`config.mk`:
```
export PLATFORM = sky130hd
export DESIGN_NAME = rtc_time_of_day_alarm
export DESIGN_NICKNAME = d
export VERILOG_FILES = /design/src/verilog/rtc_time_of_day_alarm.v
export VERILOG_INCLUDE_DIRS = /design/src /design/src/shared
export SDC_FILE = /design/constraint.sdc
export NUM_CORES = 1
export LEC_CHECK = 0
export ABC_CLOCK_PERIOD_IN_PS = 3100
export BUFFER_PORTS_ARGS = -buffer_cell sky130_fd_sc_hd__buf_4
export CAP_MARGIN = 40
export CORE_MARGIN = 2
export CORE_UTILIZATION = 60
export DETAILED_ROUTE_END_ITERATION = 12
export PLACE_DENSITY = 0.81
export SLEW_MARGIN = 0
export SYNTH_ARGS = -nofsm -noshare
export SYNTH_HDL_FRONTEND = slang
export SYNTH_SLANG_ARGS = --single-unit
```
`constraint.sdc`:
```
create_clock -name core_clk -period 3.1 [get_ports core_clk]
set_input_delay 0.62 -clock core_clk [delete_from_list [all_inputs] [get_ports core_clk]]
set_output_delay 0.62 -clock core_clk [all_outputs]
set_load 0.01 [all_outputs]
```
`src/shared/rtc_alarm_defines.vh`:
```
// Purpose: Register offsets, field positions, reset values and timing counts of the alarm block.
// Assumes: AXI4-Lite slave with 32-bit data, one aligned word per register.
// Notes: Alarm values are packed BCD.
`ifndef RTC_ALARM_DEFINES_VH
`define RTC_ALARM_DEFINES_VH

`define OFS_TIME_SEC 8'h00
`define OFS_TIME_MIN 8'h04
`define OFS_TIME_HOUR 8'h08
`define OFS_TIME_DAY 8'h0C
`define OFS_ALM1_SEC 8'h10
`define OFS_ALM1_MIN 8'h14
`define OFS_ALM1_HOUR 8'h18
`define OFS_ALM1_DAY 8'h1C
`define OFS_ALM2_MIN 8'h20
`define OFS_ALM2_HOUR 8'h24
`define OFS_ALM2_DAY 8'h28
`define OFS_CONTROL 8'h2C
`define OFS_STATUS 8'h30
`define OFS_IRQ_STAT 8'h34
`define OFS_IRQ_MASK 8'h38

`define CTL_A1_IE_BIT 0
`define CTL_A2_IE_BIT 1
`define CTL_INTCN_BIT 2
`define CTL_OSC_OFF_BIT 7
`define CTL_RESET 8'h04
`define DAY_MASK_BIT 7
`define STATUS_RESET 8'h00

`define CLK_HZ 100000000
`define TICK_HZ 1
`define TICK_CYCLES (`CLK_HZ / `TICK_HZ)
`define HALF_TICK_CYCLES (`TICK_CYCLES / 2)

`define RESP_OKAY 2'h0
`define RESP_SLVERR 2'h2

`endif

```
`src/verilog/rtc_time_of_day_alarm.v`:
```
// Purpose: Time-of-day alarm logic of a real-time clock with an AXI4-Lite register port.
// Assumes: One clock core_clk at 100 MHz; the 1 Hz tick comes from an internal divider.
// Notes: Alarm registers have no reset value; time count runs in packed BCD, 24-hour hours.
//
// The register offsets and the AXI4-Lite interface to the registers were decided locally.
`timescale 1ns/1ps
`include "rtc_alarm_defines.vh"

module rtc_time_of_day_alarm #(
  parameter TICK_CYCLES = `TICK_CYCLES
) (
  // Clock and reset
  input wire core_clk,
  input wire rst_n,
  // AXI4-Lite write address
  input wire [7:0] s_axi_awaddr,
  input wire s_axi_awvalid,
  output wire s_axi_awready,
  // AXI4-Lite write data
  input wire [31:0] s_axi_wdata,
  input wire [3:0] s_axi_wstrb,
  input wire s_axi_wvalid,
  output wire s_axi_wready,
  // AXI4-Lite write response
  output reg [1:0] s_axi_bresp,
  output reg s_axi_bvalid,
  input wire s_axi_bready,
  // AXI4-Lite read address
  input wire [7:0] s_axi_araddr,
  input wire s_axi_arvalid,
  output wire s_axi_arready,
  // AXI4-Lite read data
  output reg [31:0] s_axi_rdata,
  output reg [1:0] s_axi_rresp,
  output reg s_axi_rvalid,
  input wire s_axi_rready,
  // Pins
  output wire irqOrSquareWavePin_n,
  output wire irq
);

  reg [7:0] timeSec_reg, timeMin_reg, timeHour_reg, timeDay_reg;
  // Alarm storage has no reset: contents are undefined until written.
  reg [7:0] alm1Sec_reg, alm1Min_reg, alm1Hour_reg, alm1Day_reg;
  reg [7:0] alm2Min_reg, alm2Hour_reg, alm2Day_reg;
  reg [7:0] control_reg;
  reg firstAlarmMatchFlag_reg, secondAlarmMatchFlag_reg;
  reg [1:0] irqStat_reg, irqMask_reg;
  reg [31:0] divCnt_reg;
  reg tick_reg, sqw_reg;

  reg [7:0] awAddr_reg;
  reg [31:0] wData_reg;
  reg [3:0] wStrb_reg;
  reg awHeld_reg, wHeld_reg;

  wire firstAlarmIrqEnable = control_reg[`CTL_A1_IE_BIT];
  wire secondAlarmIrqEnable = control_reg[`CTL_A2_IE_BIT];
  wire oscRun = ~control_reg[`CTL_OSC_OFF_BIT];
  wire intMode = control_reg[`CTL_INTCN_BIT];

  function [7:0] bcdInc;
    input [7:0] v;
    input [7:0] maxV;
    begin
      if (v == maxV) begin
        bcdInc = 8'h00;
      end else if (v[3:0] == 4'h9) begin
        bcdInc = {v[7:4] + 4'h1, 4'h0};
      end else begin
        bcdInc = {v[7:4], v[3:0] + 4'h1};
      end
    end
  endfunction

  // Decides whether an alarm compares against the time; used for both channels.
  function almHit;
    input [7:0] aSec, aMin, aHour, aDay;
    input [7:0] tSec, tMin, tHour, tDay;
    begin
      almHit = (aSec == tSec) && (aMin == tMin) && (aHour == tHour) &&
               (aDay[`DAY_MASK_BIT] || (aDay == tDay));
    end
  endfunction

  // 1 Hz tick and square wave from the core clock.
  always @(posedge core_clk or negedge rst_n) begin
    if (!rst_n) begin
      divCnt_reg <= 32'h00000000;
      tick_reg <= 1'b0;
      sqw_reg <= 1'b0;
    end else if (oscRun) begin
      tick_reg <= 1'b0;
      if (divCnt_reg == TICK_CYCLES - 1) begin
        divCnt_reg <= 32'h00000000;
        tick_reg <= 1'b1;
        sqw_reg <= 1'b0;
      end else begin
        divCnt_reg <= divCnt_reg + 32'h00000001;
        if (divCnt_reg == TICK_CYCLES / 2 - 1) begin
          sqw_reg <= 1'b1;
        end
      end
    end else begin
      tick_reg <= 1'b0;
    end
  end

  // Write channel: address and data accepted independently, response after both.
  assign s_axi_awready = ~awHeld_reg & ~s_axi_bvalid;
  assign s_axi_wready = ~wHeld_reg & ~s_axi_bvalid;
  wire [7:0] wrAddr = awHeld_reg ? awAddr_reg : s_axi_awaddr;
  wire [31:0] wrData = wHeld_reg ? wData_reg : s_axi_wdata;
  wire [3:0] wrStrb = wHeld_reg ? wStrb_reg : s_axi_wstrb;
  wire haveAw = awHeld_reg | (s_axi_awvalid & s_axi_awready);
  wire haveW = wHeld_reg | (s_axi_wvalid & s_axi_wready);
  wire doWrite = haveAw & haveW;
  wire wrLane = wrStrb[0];

  function addrKnown;
    input [7:0] a;
    begin
      addrKnown = (a[1:0] == 2'b00) && (a <= `OFS_IRQ_MASK);
    end
  endfunction

  wire wrStatus = doWrite && wrLane && wrAddr == `OFS_STATUS;
  wire wrTimeSec = doWrite && wrLane && wrAddr == `OFS_TIME_SEC;

  always @(posedge core_clk or negedge rst_n) begin
    if (!rst_n) begin
      awHeld_reg <= 1'b0;
      wHeld_reg <= 1'b0;
      awAddr_reg <= 8'h00;
      wData_reg <= 32'h00000000;
      wStrb_reg <= 4'h0;
      s_axi_bvalid <= 1'b0;
      s_axi_bresp <= `RESP_OKAY;
    end else begin
      if (s_axi_bvalid && s_axi_bready) begin
        s_axi_bvalid <= 1'b0;
      end
      if (doWrite) begin
        awHeld_reg <= 1'b0;
        wHeld_reg <= 1'b0;
        s_axi_bvalid <= 1'b1;
        s_axi_bresp <= addrKnown(wrAddr) ? `RESP_OKAY : `RESP_SLVERR;
      end else begin
        if (s_axi_awvalid && s_axi_awready) begin
          awHeld_reg <= 1'b1;
          awAddr_reg <= s_axi_awaddr;
        end
        if (s_axi_wvalid && s_axi_wready) begin
          wHeld_reg <= 1'b1;
          wData_reg <= s_axi_wdata;
          wStrb_reg <= s_axi_wstrb;
        end
      end
    end
  end

  // Alarm storage is plain read/write memory whatever the enable state.
  always @(posedge core_clk) begin
    if (doWrite && wrLane) begin
      case (wrAddr)
        `OFS_ALM1_SEC: alm1Sec_reg <= wrData[7:0];
        `OFS_ALM1_MIN: alm1Min_reg <= wrData[7:0];
        `OFS_ALM1_HOUR: alm1Hour_reg <= wrData[7:0];
        `OFS_ALM1_DAY: alm1Day_reg <= wrData[7:0];
        `OFS_ALM2_MIN: alm2Min_reg <= wrData[7:0];
        `OFS_ALM2_HOUR: alm2Hour_reg <= wrData[7:0];
        `OFS_ALM2_DAY: alm2Day_reg <= wrData[7:0];
        default: ;
      endcase
    end
  end

  // Time count; a host write wins over the tick for the written field.
  always @(posedge core_clk or negedge rst_n) begin
    if (!rst_n) begin
      timeSec_reg <= 8'h00;
      timeMin_reg <= 8'h00;
      timeHour_reg <= 8'h00;
      timeDay_reg <= 8'h01;
    end else begin
      if (tick_reg) begin
        timeSec_reg <= bcdInc(timeSec_reg, 8'h59);
        if (timeSec_reg == 8'h59) begin
          timeMin_reg <= bcdInc(timeMin_reg, 8'h59);
          if (timeMin_reg == 8'h59) begin
            timeHour_reg <= bcdInc(timeHour_reg, 8'h23);
            if (timeHour_reg == 8'h23) begin
              timeDay_reg <= (timeDay_reg == 8'h31) ? 8'h01 : bcdInc(timeDay_reg, 8'h31);
            end
          end
        end
      end
      if (wrTimeSec) begin
        timeSec_reg <= wrData[7:0];
      end
      if (doWrite && wrLane && wrAddr == `OFS_TIME_MIN) begin
        timeMin_reg <= wrData[7:0];
      end
      if (doWrite && wrLane && wrAddr == `OFS_TIME_HOUR) begin
        timeHour_reg <= wrData[7:0];
      end
      if (doWrite && wrLane && wrAddr == `OFS_TIME_DAY) begin
        timeDay_reg <= wrData[7:0];
      end
    end
  end

  // Compare right after each tick updated the count, so one match per second.
  reg cmpPending_reg;
  wire hit1 = cmpPending_reg && almHit(alm1Sec_reg, alm1Min_reg, alm1Hour_reg, alm1Day_reg,
    timeSec_reg, timeMin_reg, timeHour_reg, timeDay_reg);
  wire hit2 = cmpPending_reg && almHit(8'h00, alm2Min_reg, alm2Hour_reg, alm2Day_reg,
    timeSec_reg, timeMin_reg, timeHour_reg, timeDay_reg);

  wire rdIrqStat;

  always @(posedge core_clk or negedge rst_n) begin
    if (!rst_n) begin
      cmpPending_reg <= 1'b0;
      control_reg <= `CTL_RESET;
      firstAlarmMatchFlag_reg <= 1'b0;
      secondAlarmMatchFlag_reg <= 1'b0;
      irqStat_reg <= 2'b00;
      irqMask_reg <= 2'b00;
    end else begin
      cmpPending_reg <= tick_reg;
      if (doWrite && wrLane && wrAddr == `OFS_CONTROL) begin
        control_reg <= wrData[7:0];
      end
      if (doWrite && wrLane && wrAddr == `OFS_IRQ_MASK) begin
        irqMask_reg <= wrData[1:0];
      end
      // Software writes zero to clear a flag; a match in the same cycle wins.
      if (wrStatus && !wrData[0]) begin
        firstAlarmMatchFlag_reg <= 1'b0;
      end
      if (wrStatus && !wrData[1]) begin
        secondAlarmMatchFlag_reg <= 1'b0;
      end
      if (hit1) begin
        firstAlarmMatchFlag_reg <= 1'b1;
      end
      if (hit2) begin
        secondAlarmMatchFlag_reg <= 1'b1;
      end
      irqStat_reg <= (rdIrqStat ? 2'b00 : irqStat_reg) | {hit2, hit1};
    end
  end

  // With INTCN set, pin low while a flag and its enable are both set, else idle high; with INTCN clear, square wave.
  wire alarmActive = (firstAlarmMatchFlag_reg & firstAlarmIrqEnable) |
                     (secondAlarmMatchFlag_reg & secondAlarmIrqEnable);
  assign irqOrSquareWavePin_n = intMode ? ~alarmActive : sqw_reg;
  assign irq = |(irqStat_reg & irqMask_reg);

  // Read channel: one read at a time, data registered.
  assign s_axi_arready = ~s_axi_rvalid;
  wire doRead = s_axi_arvalid & s_axi_arready;
  assign rdIrqStat = doRead && s_axi_araddr == `OFS_IRQ_STAT;

  reg [7:0] rdByte;
  always @* begin
    rdByte = 8'h00;
    case (s_axi_araddr)
      `OFS_TIME_SEC: rdByte = timeSec_reg;
      `OFS_TIME_MIN: rdByte = timeMin_reg;
      `OFS_TIME_HOUR: rdByte = timeHour_reg;
      `OFS_TIME_DAY: rdByte = timeDay_reg;
      `OFS_ALM1_SEC: rdByte = alm1Sec_reg;
      `OFS_ALM1_MIN: rdByte = alm1Min_reg;
      `OFS_ALM1_HOUR: rdByte = alm1Hour_reg;
      `OFS_ALM1_DAY: rdByte = alm1Day_reg;
      `OFS_ALM2_MIN: rdByte = alm2Min_reg;
      `OFS_ALM2_HOUR: rdByte = alm2Hour_reg;
      `OFS_ALM2_DAY: rdByte = alm2Day_reg;
      `OFS_CONTROL: rdByte = control_reg;
      `OFS_STATUS: rdByte = {6'h00, secondAlarmMatchFlag_reg, firstAlarmMatchFlag_reg};
      `OFS_IRQ_STAT: rdByte = {6'h00, irqStat_reg};
      `OFS_IRQ_MASK: rdByte = {6'h00, irqMask_reg};
      default: rdByte = 8'h00;
    endcase
  end

  always @(posedge core_clk or negedge rst_n) begin
    if (!rst_n) begin
      s_axi_rvalid <= 1'b0;
      s_axi_rdata <= 32'h00000000;
      s_axi_rresp <= `RESP_OKAY;
    end else begin
      if (s_axi_rvalid && s_axi_rready) begin
        s_axi_rvalid <= 1'b0;
      end
      if (doRead) begin
        s_axi_rvalid <= 1'b1;
        s_axi_rdata <= {24'h000000, rdByte};
        s_axi_rresp <= addrKnown(s_axi_araddr) ? `RESP_OKAY : `RESP_SLVERR;
      end
    end
  end

endmodule // rtc_time_of_day_alarm

```
==> results by group, run 1 <==
Outcome
  – Run status: finished, final reports clean

Global route
  – Vias in the first global route: 7016
  – Initial antenna violation count: 0
  – Largest net degree at the start of global routing: 76
  – Met1 Usage GRT: approximately two fifths
  – M3 GR Usage: 6.52%
  – First-pass GRT wire length: 38.1 mm
  – Gr ovfl total: 0
  – Met2 GRT Util: a little under half
  – GR Util All Layers: between 30% and 40%
  – Grt peak-use layer: met2

Timing
  – Max Freq: about 360 MHz
  – Final Setup Violations: 0
  – Setup tns final: 0 ns
  – Fin Hold WS: 0.156 ns
  – Slew Limit Fails: 0
  – RSZ-0062 raised after global routing: no
  – Minimum clock period: ~2.7 ns
  – Clock Skew: 0.00928 ns
  – Fin. Hold Viols: 0
  – Fin crit share: 88.4%
  – Setup ws final: ~0.36 ns
  – Worst slew margin: 47.4%
  – Measured slew at the worst slew-check pin: 0.769 ns

Layout
  – Nets@finish: 1016
  – P&R area growth vs syn: 11.8%
  – # diodes: 0
  – Layout cells sized above 1: between 10% and 20%
  – Fillers: 1203
  – Register Area: between 0.004 and 0.005 mm2
  – Number of flip-flops in the largest register: 32
  – Multi-input combinational cell area: 0.00468 mm2
  – Fin area: 0.0107 mm2
  – Final core utilization: 68.1%
  – Fin cells: approximately 1200

Worst hold path
  – Worst hold path class: input port to async pin

Routing
  – Final ANT Viol Nets: 0
  – 1st-iter DRT viols: 667
  – DR vias/cell: between 6 and 7
  – Drt pass-1 iters: 5
  – Vias: approximately 7300
  – DRC viols: 0
  – Final WL: 24.0 mm
  – Routed WL per cell: 20.5 um

Clock tree
  – Clock transition at path regs: 0.06 ns
  – Clk buf depth: 2
  – Post-cts gate resize count: 0
  – Setup bufs post-CTS: 0
  – # H-tree levels: 4
  – CTS tree: done
  – Hold_buf cts: 0
  – Clock root cell: clkbuf_16
  – Clock Sinks: 168
  – Skew-Pair Late Insertion Delay: 0.44 ns
  – Cts bufs inserted: 17

Pwr
  – Clock power frac: between 30% and 40%
  – Leak: 4.41 nW
  – Switching Share: 29.8%
  – Pwr Total: 6.42 mW
  – VDD IR max: 500 uV
  – Net Sw Power: 1.91 mW
  – Comb pwr share: 20.8%
  – Internal: about 4.5 mW
  – Share of power burned in registers: 45.5%
  – Cell Pwr Density: approximately 600 mW/mm2

Critical path
  – Required time of the worst setup path: 3.41 ns
  – Critical path startpoint: wHeld_reg$_DFFE_PN0P_
  – Cells on worst reg2reg path: 5
  – RR Endpoint: timeMin_reg[1]$_DFFE_PN0P_
  – Crit. End Element: flip-flop
  – Startpoint types: flip-flop
  – CP arrival: ~3.1 ns
  – Crit Path Category: flip-flop to flip-flop
  – R2r setup slk: 0.36 ns
  – R2R Path Start: wHeld_reg$_DFFE_PN0P_
  – CP max FO: 12

Yosys
  – Syn Inst Count: ~900
  – EDFF count, synth: 56
  – Largest family of logic cells by synthesized area: simple AND/OR/NAND/NOR gates
  – Synth Area in Compound Gates: 9.04%
  – Simple-gate share of the synthesized area: about 18%
  – #FFs+latches synth: between 150 and 200
  – Cell taking the most area after synthesis: dfrtp_1
  – Synth top area cells: dfrtp_1, edfxtp_1, xnor2_1, mux2_2, mux2i_1
  – Avg Synthesized Cell Area: about 11 um2
  – Synth cell types: just under 70
  – Async set-reset flop share out of synthesis: 66.7%
  – Post-synthesis adder-cell area fraction: 2.09%
  – Sequential cell area fraction in the yosys report: between 40 and 50%
  – Top-area cell type share of the netlist area: 28.8%
  – Mux cell area share after synthesis: 11.3%
  – Ys Warns: 0
  – Mapped Area: 0.00957 mm2
  – Post-Synth XOR/XNOR Area: 7.78%
  – Main flop type after synthesis: dfrtp_1

Placement
  – Dpl cell area: slightly above 0.01 mm2
  – Inst Count DP: roughly 1100
  – Buffers on Ports: 48
  – Final GP Congestion: 1.00
  – Pre-CTS WS: 0.170 ns
  – HPWL after DPL: 17.2 mm

Floorplan
  – Die height: 130 um
  – Chip Width: 130 um
  – Die Area: around 0.017 mm2
  – Effective utilization at floorplan: roughly 61%
  – Ports: 102
  – CORE AREA: 0.0157 mm2
  – Row count: 46

Run
  – Max-capacitance violation count: 0
==> cells by family (layout without fill, tap and decap cells) <==
family / Yosys count / after routing
other: 1 / 26
buffers and inverters: 102 / 132
and+or+nand+nor: 303 / 303
DFF: 168 / 168
muxes: 94 / 94
xor gates and xnor gates: 85 / 85
AOI/OAI and AO/OA: 130 / 130
adders and majority gates: 16 / 16
==> power by group through the flow <==
stage | logic (mW) | clock network (mW) | registers (mW)
2_1_floorplan | 0.951 | 0 | 2.83
3_3_place_gp | 1.27 | 0 | 2.94
3_5_place_dp | 1.31 | 0 | 2.95
4_1_cts | 1.32 | 2.17 | 2.91
5_1_grt | 1.46 | 2.27 | 2.96
6_report | 1.34 | 2.16 | 2.92
==> cell type report <==
class | count | share of cell area (%)
clock buffers | 26 | 4.81
clock inverters | 6 | 0.807
inverters | 27 | 0.948
multi-input cells | 654 | 43.7
flip-flops and latches | 168 | 42.0
well taps | 216 | 2.53
repair buffers | 73 | 5.24
==> placed cells by master, fill, tap and decap left out, types with 14 or more instances in the layout <==
master	Yosys	routed
clkbuf_16	0	18
nand2_1	58	58
dfrtp_1	110	110
edfxtp_1	56	56
o21ai_0	22	22
nand4_1	20	20
mux2i_1	28	28
mux2_2	42	42
o21ai_1	14	14
nor2_1	54	54
and3_1	18	18
nor3_1	19	19
conb_1	1	26
inv_1	27	27
buf_4	27	72
ha_1	16	16
xnor2_1	56	56
nand3_1	38	38
mux2_1	17	17
xor2_1	29	29
nor4_1	19	19
a21oi_1	23	23
==> how the worst max path moves through the flow <==
stage | depth (start not counted) | slack (ns) | end
floorplan | 6 | 0.49 | alm2Hour_reg[0]$_DFFE_PP_
global placement | 6 | 0.29 | timeMin_reg[6]$_DFFE_PN0P_
detailed placement | 6 | 0.17 | timeMin_reg[1]$_DFFE_PN0P_
CTS | 5 | 0.35 | timeMin_reg[1]$_DFFE_PN0P_
global route | 5 | 0.15 | timeMin_reg[6]$_DFFE_PN0P_
finish | 5 | 0.36 | timeMin_reg[1]$_DFFE_PN0P_
==> Yosys cell counts, drive strengths merged (11+ instances only) <==
cell / count
nand2: 58
and3: 18
xnor2: 56
o21ai: 36
a21oi: 23
nand3: 38
mux2: 62
nor4: 19
a22oi: 11
buf: 33
nor3: 19
dfrtp: 110
edfxtp: 56
mux2i: 28
ha: 16
inv: 27
nand4: 22
xor2: 29
nor2: 54
clkbuf: 42
==> routing by layer <==
metal  vias to the layer above  share of wire, %
met5                         -                 0
met4                         0               3.9
met3                        81               7.8
met2                       370                46
met1                      3551                43
li1                       3315                 -
==> worst max-delay path, stage by stage (launching register included) <==
cell and delay (ns):
dfrtp_1 0.67, inv_1 0.15, a222oi_1 0.68, and2_1 0.40, nand4_4 0.29, mux2_1 0.41
Note: power is estimated with default switching activity, not from simulation.
==> inputs of run 2 (changes only) <==
--- a/config.mk
+++ b/config.mk
@@ -12,7 +12,7 @@
 export CORE_MARGIN = 2
 export CORE_UTILIZATION = 60
 export DETAILED_ROUTE_END_ITERATION = 12
-export PLACE_DENSITY = 0.81
+export PLACE_DENSITY = 0.92
 export SLEW_MARGIN = 0
 export SYNTH_ARGS = -nofsm -noshare
 export SYNTH_HDL_FRONTEND = slang
==> results by group, run 2 (synthesized netlist as in run 1, its figures left out) <==
Run
  – Max-capacitance violation count: 0

Global route
  – Initial antenna violation count: 0
  – Grt peak-use layer: met2
  – Met1 Usage GRT: about two fifths
  – GR Util All Layers: roughly 32%
  – Met2 GRT Util: roughly half
  – First-pass GRT wire length: 41.1 mm
  – M3 GR Usage: 7.87%
  – Vias in the first global route: between 7000 and 8000
  – Gr ovfl total: 0
  – Largest net degree at the start of global routing: 66

Floorplan
  – Chip Width: 130 um
  – Row count: 46
  – Effective utilization at floorplan: 60.9%
  – Die Area: 0.0170 mm2
  – CORE AREA: about 0.016 mm2
  – Ports: 102
  – Die height: 130 um

Critical path
  – Max incr delay on CP: slightly below 0.8 ns
  – Crit Path Category: flip-flop to flip-flop
  – Startpoint types: flip-flop
  – Required time of the worst setup path: 3.25 ns
  – CP arrival: 3.11 ns
  – Crit-path slowest cell: a222oi_1
  – CP max FO: 12
  – Crit. End Element: flip-flop
  – Worst path cell trace: inv_1 -> a222oi_1 -> and2_1 -> nand3_1 -> nor2_1 -> buf_4
  – Buffers & Inverters on Critical Path: 2
  – Cell family with most CP delay: simple AND/OR/NAND/NOR gates

Layout
  – Nets@finish: 1011
  – # diodes: 0
  – Fin area: 0.0107 mm2
  – Number of flip-flops in the largest register: 32
  – P&R area growth vs syn: 11.3%
  – Most frequent cells in the layout: dfrtp_1, buf_4, nand2_1
  – Layout cells sized above 1: about 16%
  – Commonest non-fill, non-tap cell in the layout: dfrtp_1
  – Fillers: 1102

Routing
  – DRC viols: 0
  – Drt pass-1 iters: 6
  – DR vias/cell: between 6 and 7
  – Final WL: 25.8 mm
  – Routed WL per cell: ~22 um
  – Final ANT Viol Nets: 0
  – Vias: 7647
  – 1st-iter DRT viols: 1233

Clock tree
  – Clk buf depth: 2
  – Clock transition at path regs: ~0.070 ns
  – # H-tree levels: 4
  – Skew-Pair Late Insertion Delay: 0.45 ns
  – Clock Sinks: 168
  – Hold_buf cts: 0
  – CTS tree: done
  – Setup bufs post-CTS: 0
  – Clock root cell: clkbuf_16
  – Post-cts gate resize count: 0
  – Cts bufs inserted: 17

Placement
  – Dpl cell area: 0.0101 mm2
  – Final GP Congestion: ~0.98
  – HPWL after DPL: 17.9 mm
  – Buffers on Ports: 48

Timing
  – Fin. Hold Viols: 0
  – Fin crit share: 95.4%
  – Measured slew at the worst slew-check pin: between 0.9 and 1 ns
  – Final Setup Violations: 0
  – Setup tns final: 0 ns
  – Minimum clock period: 2.96 ns
  – Max Freq: ~340 MHz
  – RSZ-0062 raised after global routing: no
  – Clock Skew: 0.00918 ns
  – Worst slew margin: 38.4%
  – Slew Limit Fails: 0

Pwr
  – Pwr Total: 6.48 mW
  – VDD IR max: ~560 uV
  – Cell Pwr Density: 608 mW/mm2
  – Leak: between 4 and 5 nW

Worst hold path
  – Worst hold path class: input port to async pin

Outcome
  – Run status: finished, final reports clean
[run 2: where the power goes]
part / internal, mW / switching, mW
Sequential: 2.62 / 0.313
Combinational: 0.563 / 0.827
Clock: 1.20 / 0.954
[run 2: per-stage QoR]
| step | setup WS (ns) | utilization, % | instances | hold slack [ns] |
|---|---|---|---|---|
| detailed placement | 0.176 | 64.0 | 1133 | 0.468 |
| global placement | 0.277 | 64.0 | 1133 | 0.463 |
| global route | 0.0175 | 67.8 | 1165 | 0.191 |
| finish | 0.142 | 67.8 | 1165 | 0.155 |
| CTS | 0.206 | 67.8 | 1165 | 0.169 |
| floorplan | 0.488 | - | 924 | 0.324 |
[run 2: layout make-up]
class / instances / area, um2 / area share (%)
Clock buffer: 17 / 425 / 3.99
Timing Repair Buffer: 68 / 523 / 4.91
Inverter: 27 / 101 / 0.951
Multi-Input combinational cell: 654 / 4680 / 43.9
Clock inverter: 15 / 169 / 1.59
Tap cell: 216 / 270 / 2.54
Sequential cell: 168 / 4490 / 42.1
[run 2: final timing paths]
| kind | startpoint | depth (start not counted) | end | slack [ns] |
|---|---|---|---|---|
| max in group asynchronous | rst_n | 2 | timeDay_reg[0]$_DFFE_PN1P_ | 2.18 |
| setup / recovery | wHeld_reg$_DFFE_PN0P_ | 6 | alm1Min_reg[6]$_DFFE_PP_ | 0.14 |
| min in group core_clk | s_axi_rready | 2 | s_axi_rvalid$_DFFE_PN0P_ | 0.37 |
| hold / removal | rst_n | 1 | timeHour_reg[2]$_DFFE_PN0P_ | 0.16 |
| hold reg to reg | s_axi_rdata[7]$_DFFE_PN0P_ | 1 | s_axi_rdata[7]$_DFFE_PN0P_ | 0.48 |
| setup reg to reg | wHeld_reg$_DFFE_PN0P_ | 6 | alm1Min_reg[6]$_DFFE_PP_ | 0.14 |
[run 2: per-layer routing]
layer | part of all wire [%] | vias up
met5 | 0 | -
met4 | 5.3 | 0
met3 | 11 | 138
met2 | 47 | 540
met1 | 37 | 3656
li1 | - | 3313
